==> src/common/piso_pkg.sv <==
// shared constants, register map and pin carrier for the parallel-in serial-out shifter
package piso_pkg;

  // shift chain geometry
  localparam int STAGE_COUNT = 8;       // number of stages in the chain
  localparam int LAST_STAGE = STAGE_COUNT - 1; // stage that drives the serial output
  localparam int SYNC_DEPTH = 2;        // flip-flops in each pin synchroniser

  // wishbone geometry
  localparam int WB_ADDR_W = 4;         // byte address width of the slave
  localparam int WB_DATA_W = 32;        // data bus width
  localparam int WB_SEL_W = 4;          // byte enables

  // register byte offsets
  localparam logic [WB_ADDR_W-1:0] REG_CTRL = 4'h0;     // source select and soft pin levels
  localparam logic [WB_ADDR_W-1:0] REG_LOAD_DATA = 4'h4; // soft parallel byte
  localparam logic [WB_ADDR_W-1:0] REG_STAGES = 4'h8;   // chain contents, read only

  // control register fields
  localparam int CTRL_SRC_SOFT = 0;     // 1: control pins come from this register
  localparam int CTRL_SHIFT_NOT_LOAD = 1; // soft shift_not_load level
  localparam int CTRL_CLOCK = 2;        // soft shift clock level
  localparam int CTRL_CLOCK_INHIBIT = 3; // soft clock_inhibit level
  localparam int CTRL_SERIAL_IN = 4;    // soft serial_in level
  localparam int CTRL_WIDTH = 5;        // implemented control bits

  // stages register fields
  localparam int STAT_SERIAL_OUT = 8;   // copy of the true serial output
  localparam int STAT_SERIAL_OUT_INV = 9; // copy of the complemented output

  // reset values
  localparam logic [CTRL_WIDTH-1:0] CTRL_RESET = 5'h02; // pins selected, soft mode parked in shift
  localparam logic [STAGE_COUNT-1:0] STAGES_RESET = 8'h00;
  localparam logic [WB_DATA_W-1:0] WB_DATA_ZERO = 32'h0000_0000;

  // levels arriving on the device pins, packed so they synchronise as one word
  typedef struct packed {
    logic shift_not_load;             // low: parallel load, high: shift enabled
    logic clock;                      // shift clock pin
    logic clock_inhibit;              // clock gate pin, interchangeable with clock
    logic serial_in;                  // feeds the first stage
    logic [STAGE_COUNT-1:0] parallel_in; // one line per stage
  } pin_in_t;

  localparam int PIN_W = $bits(pin_in_t);

endpackage : piso_pkg

==> src/core/pin_sync.sv <==
// two flip-flop synchroniser for a word of unrelated pin levels
`timescale 1ns/1ns
module pin_sync
  import piso_pkg::*;
#(
  parameter int WIDTH = PIN_W
) (
  input wire logic clk,
  input wire logic reset_n,
  input wire logic [WIDTH-1:0] async_in,
  output logic [WIDTH-1:0] sync_out
);

  // each bit crosses alone; a word may mix old and new bits for one cycle
  genvar gi;
  generate
    for (gi = 0; gi < WIDTH; gi++) begin : g_bit
      logic meta_ff; // first stage, read only by the second
      logic hold_ff; // second stage, safe to use
      always_ff @(posedge clk or negedge reset_n) begin
        if (!reset_n) begin
          meta_ff <= 1'b0;
          hold_ff <= 1'b0;
        end else begin
          meta_ff <= async_in[gi];
          hold_ff <= meta_ff;
        end
      end
      assign sync_out[gi] = hold_ff;
    end
  endgenerate

endmodule // pin_sync

==> src/core/piso_shifter.sv <==
// eight-stage parallel-in serial-out shift register with a wishbone control slave
`timescale 1ns/1ns
// Behaviour
// - eight stages shift toward the serial output
// - low shift_not_load copies parallel inputs in
// - load overrides clock, inhibit and serial input
// - clock rising edge shifts when inhibit low
// - inhibit rising edge shifts when clock low
// - complemented output mirrors last stage inverted
// - no edge and shifting keeps everything unchanged
module piso_shifter
  import piso_pkg::*;
#(
  parameter int STAGES = STAGE_COUNT
) (
  input wire logic clk,
  input wire logic reset_n,
  // device pins, unrelated to clk
  input wire logic shift_not_load,
  input wire logic clock,
  input wire logic clock_inhibit,
  input wire logic serial_in,
  input wire logic [STAGES-1:0] parallel_in,
  output logic serial_out,
  output logic serial_out_inverted,
  // classic wishbone slave
  input wire logic wb_cyc_i,
  input wire logic wb_stb_i,
  input wire logic wb_we_i,
  input wire logic [WB_ADDR_W-1:0] wb_adr_i,
  input wire logic [WB_SEL_W-1:0] wb_sel_i,
  input wire logic [WB_DATA_W-1:0] wb_dat_i,
  output logic [WB_DATA_W-1:0] wb_dat_o,
  output logic wb_ack_o
);

  // pin word before and after the crossing
  pin_in_t pins_raw;
  pin_in_t pins_sync;

  // software view of the control pins
  logic [CTRL_WIDTH-1:0] ctrl_ff;   // source select and soft levels
  logic [STAGES-1:0] load_data_ff;  // soft parallel byte

  // effective inputs after source selection
  logic eff_shift_not_load;
  logic eff_clock;
  logic eff_clock_inhibit;
  logic eff_serial_in;
  logic [STAGES-1:0] eff_parallel;

  // gated clock and its edge
  logic gated_clock;                // clock or inhibit; either may act as the clock
  logic gated_prev_ff;              // gated clock one cycle ago
  logic shift_edge;                 // one-cycle pulse on a valid shift edge

  // shift chain and outputs
  logic [STAGES-1:0] stage_ff;      // stage 0 is the first, STAGES-1 drives the output
  logic [STAGES-1:0] nxt_stage;
  logic serial_inv_ff;              // complement kept in its own flop so the output is registered

  // bus handshake
  logic ack_ff;
  logic [WB_DATA_W-1:0] rdata_ff;
  logic bus_req;                    // new request, not yet acknowledged
  logic bus_write;                  // write commits at the edge the master sees ack

  // gather the pins into one word for the synchroniser
  always_comb begin
    pins_raw.shift_not_load = shift_not_load;
    pins_raw.clock = clock;
    pins_raw.clock_inhibit = clock_inhibit;
    pins_raw.serial_in = serial_in;
    pins_raw.parallel_in = parallel_in;
  end

  // every pin passes two flip-flops before anything looks at it
  pin_sync #(
    .WIDTH(PIN_W)
  ) u_pin_sync (
    .clk(clk),
    .reset_n(reset_n),
    .async_in(pins_raw),
    .sync_out(pins_sync)
  );

  // choose pins or software as the source of the control levels
  always_comb begin
    if (ctrl_ff[CTRL_SRC_SOFT]) begin
      eff_shift_not_load = ctrl_ff[CTRL_SHIFT_NOT_LOAD];
      eff_clock = ctrl_ff[CTRL_CLOCK];
      eff_clock_inhibit = ctrl_ff[CTRL_CLOCK_INHIBIT];
      eff_serial_in = ctrl_ff[CTRL_SERIAL_IN];
      eff_parallel = load_data_ff;
    end else begin
      eff_shift_not_load = pins_sync.shift_not_load;
      eff_clock = pins_sync.clock;
      eff_clock_inhibit = pins_sync.clock_inhibit;
      eff_serial_in = pins_sync.serial_in;
      eff_parallel = pins_sync.parallel_in;
    end
  end

  // clock and inhibit are ORed: a rise of one while the other is low is a clock edge
  assign gated_clock = eff_clock | eff_clock_inhibit;

  // an inhibit raised while the clock is low would look like a shift edge here
  assign shift_edge = gated_clock & ~gated_prev_ff & eff_shift_not_load;

  // remember the gated level; edges that happen during a load are consumed and lost
  always_ff @(posedge clk or negedge reset_n) begin
    if (!reset_n) begin
      gated_prev_ff <= 1'b0;
    end else begin
      gated_prev_ff <= gated_clock;
    end
  end

  // next value of the chain: load wins, then shift, else hold
  always_comb begin
    if (!eff_shift_not_load) begin
      // stages track the parallel lines for as long as load is held
      nxt_stage = eff_parallel;
    end else if (shift_edge) begin
      // serial_in enters stage 0, every stage takes its predecessor
      nxt_stage = {stage_ff[STAGES-2:0], eff_serial_in};
    end else begin
      nxt_stage = stage_ff;
    end
  end

  // the chain itself
  always_ff @(posedge clk or negedge reset_n) begin
    if (!reset_n) begin
      stage_ff <= STAGES_RESET;
    end else begin
      stage_ff <= nxt_stage;
    end
  end

  // complemented output follows the same next value, so both outputs move together
  always_ff @(posedge clk or negedge reset_n) begin
    if (!reset_n) begin
      serial_inv_ff <= ~STAGES_RESET[LAST_STAGE];
    end else begin
      serial_inv_ff <= ~nxt_stage[STAGES-1];
    end
  end

  assign serial_out = stage_ff[STAGES-1];
  assign serial_out_inverted = serial_inv_ff;

  // a request is answered one cycle after it appears; ack drops the cycle after
  assign bus_req = wb_cyc_i & wb_stb_i & ~ack_ff;
  assign bus_write = wb_cyc_i & wb_stb_i & ack_ff & wb_we_i;

  // acknowledge every address, mapped or not, so the master never hangs
  always_ff @(posedge clk or negedge reset_n) begin
    if (!reset_n) begin
      ack_ff <= 1'b0;
    end else begin
      ack_ff <= bus_req;
    end
  end

  // read data is captured with the request and stands while ack is high
  always_ff @(posedge clk or negedge reset_n) begin
    if (!reset_n) begin
      rdata_ff <= WB_DATA_ZERO;
    end else if (bus_req) begin
      rdata_ff <= WB_DATA_ZERO;
      unique case (wb_adr_i)
        REG_CTRL: begin
          rdata_ff[CTRL_WIDTH-1:0] <= ctrl_ff;
        end
        REG_LOAD_DATA: begin
          rdata_ff[STAGES-1:0] <= load_data_ff;
        end
        REG_STAGES: begin
          rdata_ff[STAGES-1:0] <= stage_ff;
          rdata_ff[STAT_SERIAL_OUT] <= stage_ff[STAGES-1];
          rdata_ff[STAT_SERIAL_OUT_INV] <= serial_inv_ff;
        end
        default: begin
          // unmapped offsets read as zero
          rdata_ff <= WB_DATA_ZERO;
        end
      endcase
    end
  end

  assign wb_ack_o = ack_ff;
  assign wb_dat_o = rdata_ff;

  // control register, low byte lane only
  always_ff @(posedge clk or negedge reset_n) begin
    if (!reset_n) begin
      ctrl_ff <= CTRL_RESET;
    end else if (bus_write && wb_adr_i == REG_CTRL && wb_sel_i[0]) begin
      ctrl_ff <= wb_dat_i[CTRL_WIDTH-1:0];
    end
  end

  // soft parallel byte, low byte lane only
  always_ff @(posedge clk or negedge reset_n) begin
    if (!reset_n) begin
      load_data_ff <= STAGES_RESET;
    end else if (bus_write && wb_adr_i == REG_LOAD_DATA && wb_sel_i[0]) begin
      load_data_ff <= wb_dat_i[STAGES-1:0];
    end
  end

endmodule // piso_shifter

==> config.mk <==
export PLATFORM = sky130hd
export DESIGN_NAME = piso_shifter
export DESIGN_NICKNAME = d
export VERILOG_FILES = /design/src/common/piso_pkg.sv /design/src/core/pin_sync.sv /design/src/core/piso_shifter.sv
export SDC_FILE = /design/constraint.sdc
export NUM_CORES = 1
export LEC_CHECK = 0
export BUFFER_PORTS_ARGS = -buffer_cell sky130_fd_sc_hd__buf_2
export CORE_MARGIN = 2
export CORE_UTILIZATION = 45
export CTS_CLUSTER_DIAMETER = 40
export DETAILED_ROUTE_END_ITERATION = 10
export PLACE_DENSITY = 0.74
export SYNTH_ARGS = -nofsm -noshare
export SYNTH_HDL_FRONTEND = slang
export SYNTH_SLANG_ARGS = --single-unit
==> constraint.sdc <==
create_clock -name clk -period 2.19 [get_ports clk]
set_input_delay 0.1095 -clock clk [delete_from_list [all_inputs] [get_ports clk]]
set_output_delay 0.1095 -clock clk [all_outputs]
set_load 0.03 [all_outputs]
==> results.json, run 1 <==
{
  "status": "finished clean",
  "grt_pass1_vias": 1477,
  "finalCriticalPeriod_ps": 1839,
  "overflow": 0,
  "skew_ps": 8.122,
  "finalMaxSlewViolations": 0,
  "path_class": "flop to flop",
  "post_cts_buffers": 0,
  "power_leakage_nw": 1.398,
  "fin_ws_ps": 350.8,
  "max-slew-margin-rel_pct": 54.22,
  "hold_start": "wb_dat_i[6]",
  "fin_area_um2": 2985,
  "drc": 0,
  "cts_tree": "yes",
  "synthDistinctLibCells": 33,
  "syn_avg_cell_area_um2": 13.17,
  "vias_per_cell": 4.837,
  "synthTopCellsByArea": "dfrtp_1 57%, mux2_2 8.3%, buf_4 6.7%",
  "synthTopCellsByCount": "56 x dfrtp_1, 22 x buf_4, 19 x nand2_1",
  "firstDrtPassIters": 4,
  "cp_data_arrival_time_ps": 2020,
  "via_count": 1572,
  "grt_pass1_wl_um": 7176,
  "min_to": "load_data_ff[6]",
  "diodes": 0,
  "cp.required_ps": 2370,
  "drive_gt1_share_pct": 33.73,
  "yosys_warnings": 0,
  "r2r-start": "ctrl_ff[0]",
  "drv_cap": 0,
  "setup_violations": 0,
  "clk_latency_ps": 330,
  "antenna_found_initial": 0,
  "synthFlopType": "dfrtp_1",
  "fin_nets": 307,
  "core.rowCount": 26,
  "grt_start_max_net_pins": 59,
  "met2_usage_pct": 23.28,
  "core-area_um2": 5172,
  "synthArstFlopShare_pct": 100.0,
  "dp_slack_ps": 386.1,
  "crit_chain": "nor3b_4 > or3_1 > o211ai_1",
  "die_area_um2": 6051,
  "placed_cell_area_um2": 2656,
  "die_h_um": 77.79,
  "synth_top_area_cell": "dfrtp_1",
  "vdd_drop_max_mv": 0.7193,
  "synth-seq-cells": 58,
  "port_buffers": 42,
  "ant_nets": 0,
  "wl_um": 4395,
  "clockBufferDepth": 2,
  "wire_per_inst_um": 13.52,
  "cts_buffers": 9,
  "start_kind": "flop",
  "htreeDepth": 3,
  "yosysMostFrequentCell": "dfrtp_1",
  "syn_inst": 186,
  "fmax_ghz": 0.5437,
  "cp.buffers_inverters": 0,
  "path_clk_slew_ps": 60,
  "filler_cell_count": 446,
  "drtIter0Drc": 88,
  "period_share_pct": 83.98,
  "hpwl_um": 3008,
  "critical_path_peak_fanout": 13,
  "worst_pin_slew_ps": 686.7,
  "use_met1_pct": 21.34,
  "busiest_layer": "met2",
  "p_per_area_nw_per_um2": 775.4,
  "area_growth_pct": 21.86,
  "r2r_cells": 3,
  "syn_area_um2": 2450,
  "end_kind": "flop",
  "cp_slowest_cell": "dfrtp_1",
  "cp_top_family": "simple AND/OR/NAND/NOR gates",
  "die_w_um": 77.79,
  "max_stage_delay_ps": 660,
  "root_buffer": "clkbuf_8",
  "hold_path_depth": 2,
  "io_pins": 92,
  "r2r_slack_ps": 350,
  "hold_violations": 0,
  "regToRegEndpoint": "stage_ff[6]",
  "hold_path_class": "input pin to flop",
  "gp_congestion": 0.7838,
  "synth_seq_area_share_pct": 59.35,
  "fin_setup_tns_ps": 0,
  "synth_top_area_share_pct": 57.20,
  "rsz0062_at_grt": "no",
  "synth-edff-count": 0,
  "clkSinkCount": 58,
  "grtUsageTotal_pct": 16.02,
  "start_util_pct": 47.36,
  "grtUsageMet3_pct": 6.395
}
-- metal layers --
metal | up-vias | share of wire (%)
met5 | - | 0
met4 | 0 | 1.1
met3 | 4 | 6.8
met2 | 58 | 46
met1 | 738 | 46
li1 | 772 | -
-- registers in the layout (all words and copies together) (netlist names), 5 cells and up, named ones only --
name / flops
u_pin_sync.g_bit.meta_ff: 12
stage_ff: 7
ctrl_ff: 5
u_pin_sync.g_bit.hold_ff: 12
wb_dat_o: 10
load_data_ff: 8
-- layout make-up --
class | instances | area, um^2 | area share [%]
Clock buffer | 13 | 148.9 | 4.987
Clock inverter | 3 | 40.04 | 1.341
Inverter | 1 | 3.754 | 0.1257
Multi-Input combinational cell | 119 | 863.3 | 28.92
Sequential cell | 58 | 1454 | 48.70
Tap cell | 70 | 87.58 | 2.934
Timing Repair Buffer | 61 | 387.9 | 12.99
-- worst max-delay path by stage --
stage | cells past startpoint | startpoint | endpoint | slack, ps
2_1_floorplan | 5 | ctrl_ff[0] | stage_ff[0] | 720
3_3_place_gp | 3 | ctrl_ff[0] | flop | 450
3_5_place_dp | 3 | ctrl_ff[0] | stage_ff[6] | 390
4_1_cts | 3 | ctrl_ff[0] | stage_ff[6] | 380
5_1_grt | 3 | ctrl_ff[0] | stage_ff[3] | 260
6_report | 3 | ctrl_ff[0] | stage_ff[6] | 350
-- through the flow --
| stage | utilization (%) | power [W] | hold WS [ps] | cells |
|---|---|---|---|---|
| 6_report | 57.72 | 0.002315 | 18.14 | 325 |
| 4_1_cts | 57.52 | 0.002348 | 3.606 | 324 |
| 3_5_place_dp | 51.35 | 0.001391 | 218.8 | 295 |
| 5_1_grt | 57.72 | 0.002428 | 11.72 | 325 |
| 3_3_place_gp | 51.35 | 0.001386 | 216.6 | 295 |
| 2_1_floorplan | - | 0.001337 | -186.1 | 207 |
-- power breakdown --
part	internal (W)	total [W]	switching (W)
Combinational	0.0000829	0.000234	0.000151
Sequential	0.00112	0.00115	0.0000308
Clock	0.000553	0.000926	0.000373
-- worst reg2reg max path, stage by stage (launching register included) --
cell	delay, ps
dfrtp_1	660
nor3b_4	500
or3_1	380
o211ai_1	160
-- cell usage in the layout, fill, tap and decap left out --
cell type	n
o21ai_0	8
mux2i_1	4
o311ai_0	8
or3_1	1
inv_1	1
nor4b_1	1
nor3_2	1
o311ai_2	1
a22o_1	2
o211a_1	1
nor3_1	2
nand3b_1	1
nor2_1	2
buf_4	5
a2bb2oi_1	1
nand3_4	1
mux2_2	18
nor4b_4	1
nor3b_4	1
dfstp_2	2
clkbuf_8	10
o221ai_1	6
conb_1	22
o211ai_1	7
buf_2	42
clkinv_2	2
o2bb2ai_1	2
a22oi_1	6
and2b_2	1
and4_1	1
clkbuf_1	3
bufinv_16	1
nand2_1	19
dfrtp_1	56
nand4b_1	1
dlygate4sd3_1	14
-- cells by family (layout without fill, tap and decap cells) --
logic type / after synthesis / in the layout / synth area share (%)
DFF: 58 / 58 / 59.35
and+or+nand+nor: 33 / 33 / 8.479
buffers and inverters: 30 / 78 / 8.631
muxes: 22 / 22 / 9.908
other: 1 / 22 / 0.1531
AOI/OAI and AO/OA: 42 / 42 / 13.48
-- what timing repair did --
action,4_1_cts,5_1_grt
gates resized for setup,0,0
hold endpoints to repair,68,1
hold buffers,13,1
No activity file was read; power rests on OpenSTA's default activity.
==> run 2: changes to the inputs <==
--- a/config.mk
+++ b/config.mk
@@ -5,6 +5,7 @@
 export SDC_FILE = /design/constraint.sdc
 export NUM_CORES = 1
 export LEC_CHECK = 0
+export ABC_AREA = 1
 export BUFFER_PORTS_ARGS = -buffer_cell sky130_fd_sc_hd__buf_2
 export CORE_MARGIN = 2
 export CORE_UTILIZATION = 45
==> constraint.sdc (replaced) <==
create_clock -name clk -period 1.8 [get_ports clk]
set_input_delay 0.09 -clock clk [delete_from_list [all_inputs] [get_ports clk]]
set_output_delay 0.09 -clock clk [all_outputs]
set_load 0.03 [all_outputs]
==> results.json, run 2 <==
{
  "final_util_pct": 55.69,
  "core.rowCount": 27,
  "drtIter0Drc": 108,
  "dp_slack_ps": 310.8,
  "synthXorXnorAreaFrac_pct": 0,
  "start_kind": "flop",
  "cp_slowest_cell": "dfrtp_1",
  "clockBufferDepth": 2,
  "vdd_drop_max_mv": 0.6163,
  "period_share_pct": 81.84,
  "drive_gt1_share_pct": 22.49,
  "synthArstFlopShare_pct": 100.0,
  "grtUsageTotal_pct": 16.20,
  "firstDrtPassIters": 4,
  "worst_pin_slew_ps": 690.1,
  "die_w_um": 79,
  "port_buffers": 42,
  "synthFlopType": "dfrtp_1",
  "area_growth_pct": 20.42,
  "start_util_pct": 46.25,
  "grt_start_max_net_pins": 59,
  "fin_nets": 392,
  "core-area_um2": 5473,
  "cts_buffers": 9,
  "syn_avg_cell_area_um2": 9.272,
  "synthSimpleGateAreaFrac_pct": 27.34,
  "cp.buffers_inverters": 1,
  "antenna_found_initial": 0,
  "end_kind": "flop",
  "cp_data_arrival_time_ps": 1740,
  "layout_commonest_cell": "nand2_1",
  "vias_per_cell": 4.524,
  "synth_top_area_cell": "dfrtp_1",
  "hold_path_class": "input pin to flop",
  "crit_chain": "inv_2 > nand2_1 > nand3_2 > nor2_4 > nand2_1 > nand3_1",
  "diodes": 0,
  "overflow": 0,
  "fin_ws_ps": 326.9,
  "synth_compound_area_share_pct": 3.658,
  "drv_cap": 0,
  "synth-adder-area-share_pct": 0,
  "setup_violations": 0,
  "max_stage_delay_ps": 490,
  "yosys_warnings": 0,
  "io_pins": 92,
  "skew_ps": 7.775,
  "via_count": 1855,
  "htreeDepth": 3,
  "synthDistinctLibCells": 23,
  "synth_seq_area_share_pct": 57.44,
  "wl_um": 4449,
  "finalCriticalPeriod_ps": 1473,
  "path_clk_slew_ps": 70,
  "yosysMostFrequentCell": "nand2_1",
  "die_h_um": 79,
  "gp_congestion": 0.7670,
  "synth_top_area_share_pct": 55.36,
  "p_per_area_nw_per_um2": 916.2,
  "grt_pass1_vias": 1714,
  "cp_top_family": "simple AND/OR/NAND/NOR gates",
  "fmax_ghz": 0.6788,
  "synth_top_family_by_area": "simple AND/OR/NAND/NOR gates",
  "die_area_um2": 6241,
  "cp.required_ps": 2060,
  "status": "finished clean",
  "max-slew-margin-rel_pct": 53.99,
  "root_buffer": "clkbuf_8",
  "path_class": "flop to flop",
  "synth_mux_area_share_pct": 0,
  "syn_inst": 273,
  "synthTopCellsByArea": "dfrtp_1 55%, nand2_1 14%, buf_4 6.8%",
  "clk_latency_ps": 330,
  "cpMostUsedCell": "nand2_1",
  "fin_setup_tns_ps": 0,
  "ant_nets": 0,
  "hpwl_um": 3043,
  "syn_area_um2": 2531,
  "r2r_slack_ps": 330,
  "critical_path_peak_fanout": 11,
  "grt_pass1_wl_um": 7748,
  "power_leakage_nw": 1.636,
  "synthTopCellsByCount": "94 x nand2_1, 56 x dfrtp_1, 26 x nand3_1",
  "finalMaxSlewViolations": 0,
  "clkSinkCount": 58,
  "synth-edff-count": 0,
  "rsz0062_at_grt": "no",
  "drc": 0,
  "hold_violations": 0,
  "cts_tree": "yes",
  "layout_common_cells": "94 x nand2_1, 56 x dfrtp_1, 42 x buf_2, 26 x nand3_1, 22 x conb_1",
  "synth-seq-cells": 58,
  "wire_per_inst_um": 10.85
}
-- run 2: changes by cell type after synthesis, sizes merged, moves of 6 or more --
cell    change
nand3      +27
nand4      +16
o211ai      -7
mux2       -18
nor2        +6
o221ai      -6
a22oi       -6
inv        +18
o311ai      -9
nand2      +76
-- run 2: power by group --
part	total, W	internal (W)	leakage, nW	switching [W]
sequential	0.00141	0.00137	0.722	0.0000375
clock	0.00108	0.000616	0.0918	0.000466
combinational	0.000301	0.0000933	0.822	0.000208
-- run 2: what timing repair did --
item,CTS,global route
gates resized for setup,0,0
hold buffers,16,0
buffers inserted,0,0
hold endpoints to repair,71,0
-- run 2: worst paths after layout --
path / depth (start not counted) / startpoint / end
min in group asynchronous: 3 / reset_n / stage_ff[6]
max: 6 / ctrl_ff[0] / stage_ff[3]
max reg2reg: 6 / ctrl_ff[0] / stage_ff[3]
min: 3 / wb_dat_i[2] / load_data_ff[2]
max in group asynchronous: 3 / reset_n / ctrl_ff[3]
min reg2reg: 0 / u_pin_sync.g_bit[10].meta_ff / u_pin_sync.g_bit[10].hold_ff
-- run 2: cells by family (layout without fill, tap and decap cells) --
kind of cell / Yosys count / count (layout)
AND/OR/NAND/NOR: 150 / 150
flip-flops: 58 / 58
buffers and inverters: 50 / 94
AO/OA/AOI/OAI: 14 / 14
other: 1 / 22
-- run 2: layout make-up --
type	count	area, um^2
sequential	58	1454
inverter	19	71.32
clock buffer	10	127.6
clock inverter	4	45.04
tap	72	90.09
multi-input combinational	186	867.1
fill	506	2425
timing repair buffer	61	392.9
-- run 2: metrics by stage --
step | cells | hold WS [ps] | power [W] | area [um^2]
floorplan | 294 | -205.6 | 0.001646 | 2610
global placement | 380 | 198.3 | 0.001701 | 2715
detailed placement | 380 | 199.3 | 0.001708 | 2715
CTS | 410 | 14.33 | 0.002825 | 3048
global route | 410 | 27.34 | 0.002933 | 3048
finish | 410 | 25.96 | 0.002792 | 3048
-- run 2: layer usage --
layer | vias up | wire [um] | track usage [%]
met1 | 812 | 2093 | 21.68
met3 | 13 | 276 | 3.523
met2 | 77 | 1944 | 24.07
li1 | 953 | - | -
met4 | 0 | 135 | 10.00
met5 | - | 0 | 0
-- run 2: worst register-to-register path: stages (launching register included) --
cell and delay [ps]:
dfrtp_1 490, inv_2 150, nand2_1 130, nand3_2 210
nor2_4 250, nand2_1 100, nand3_1 90
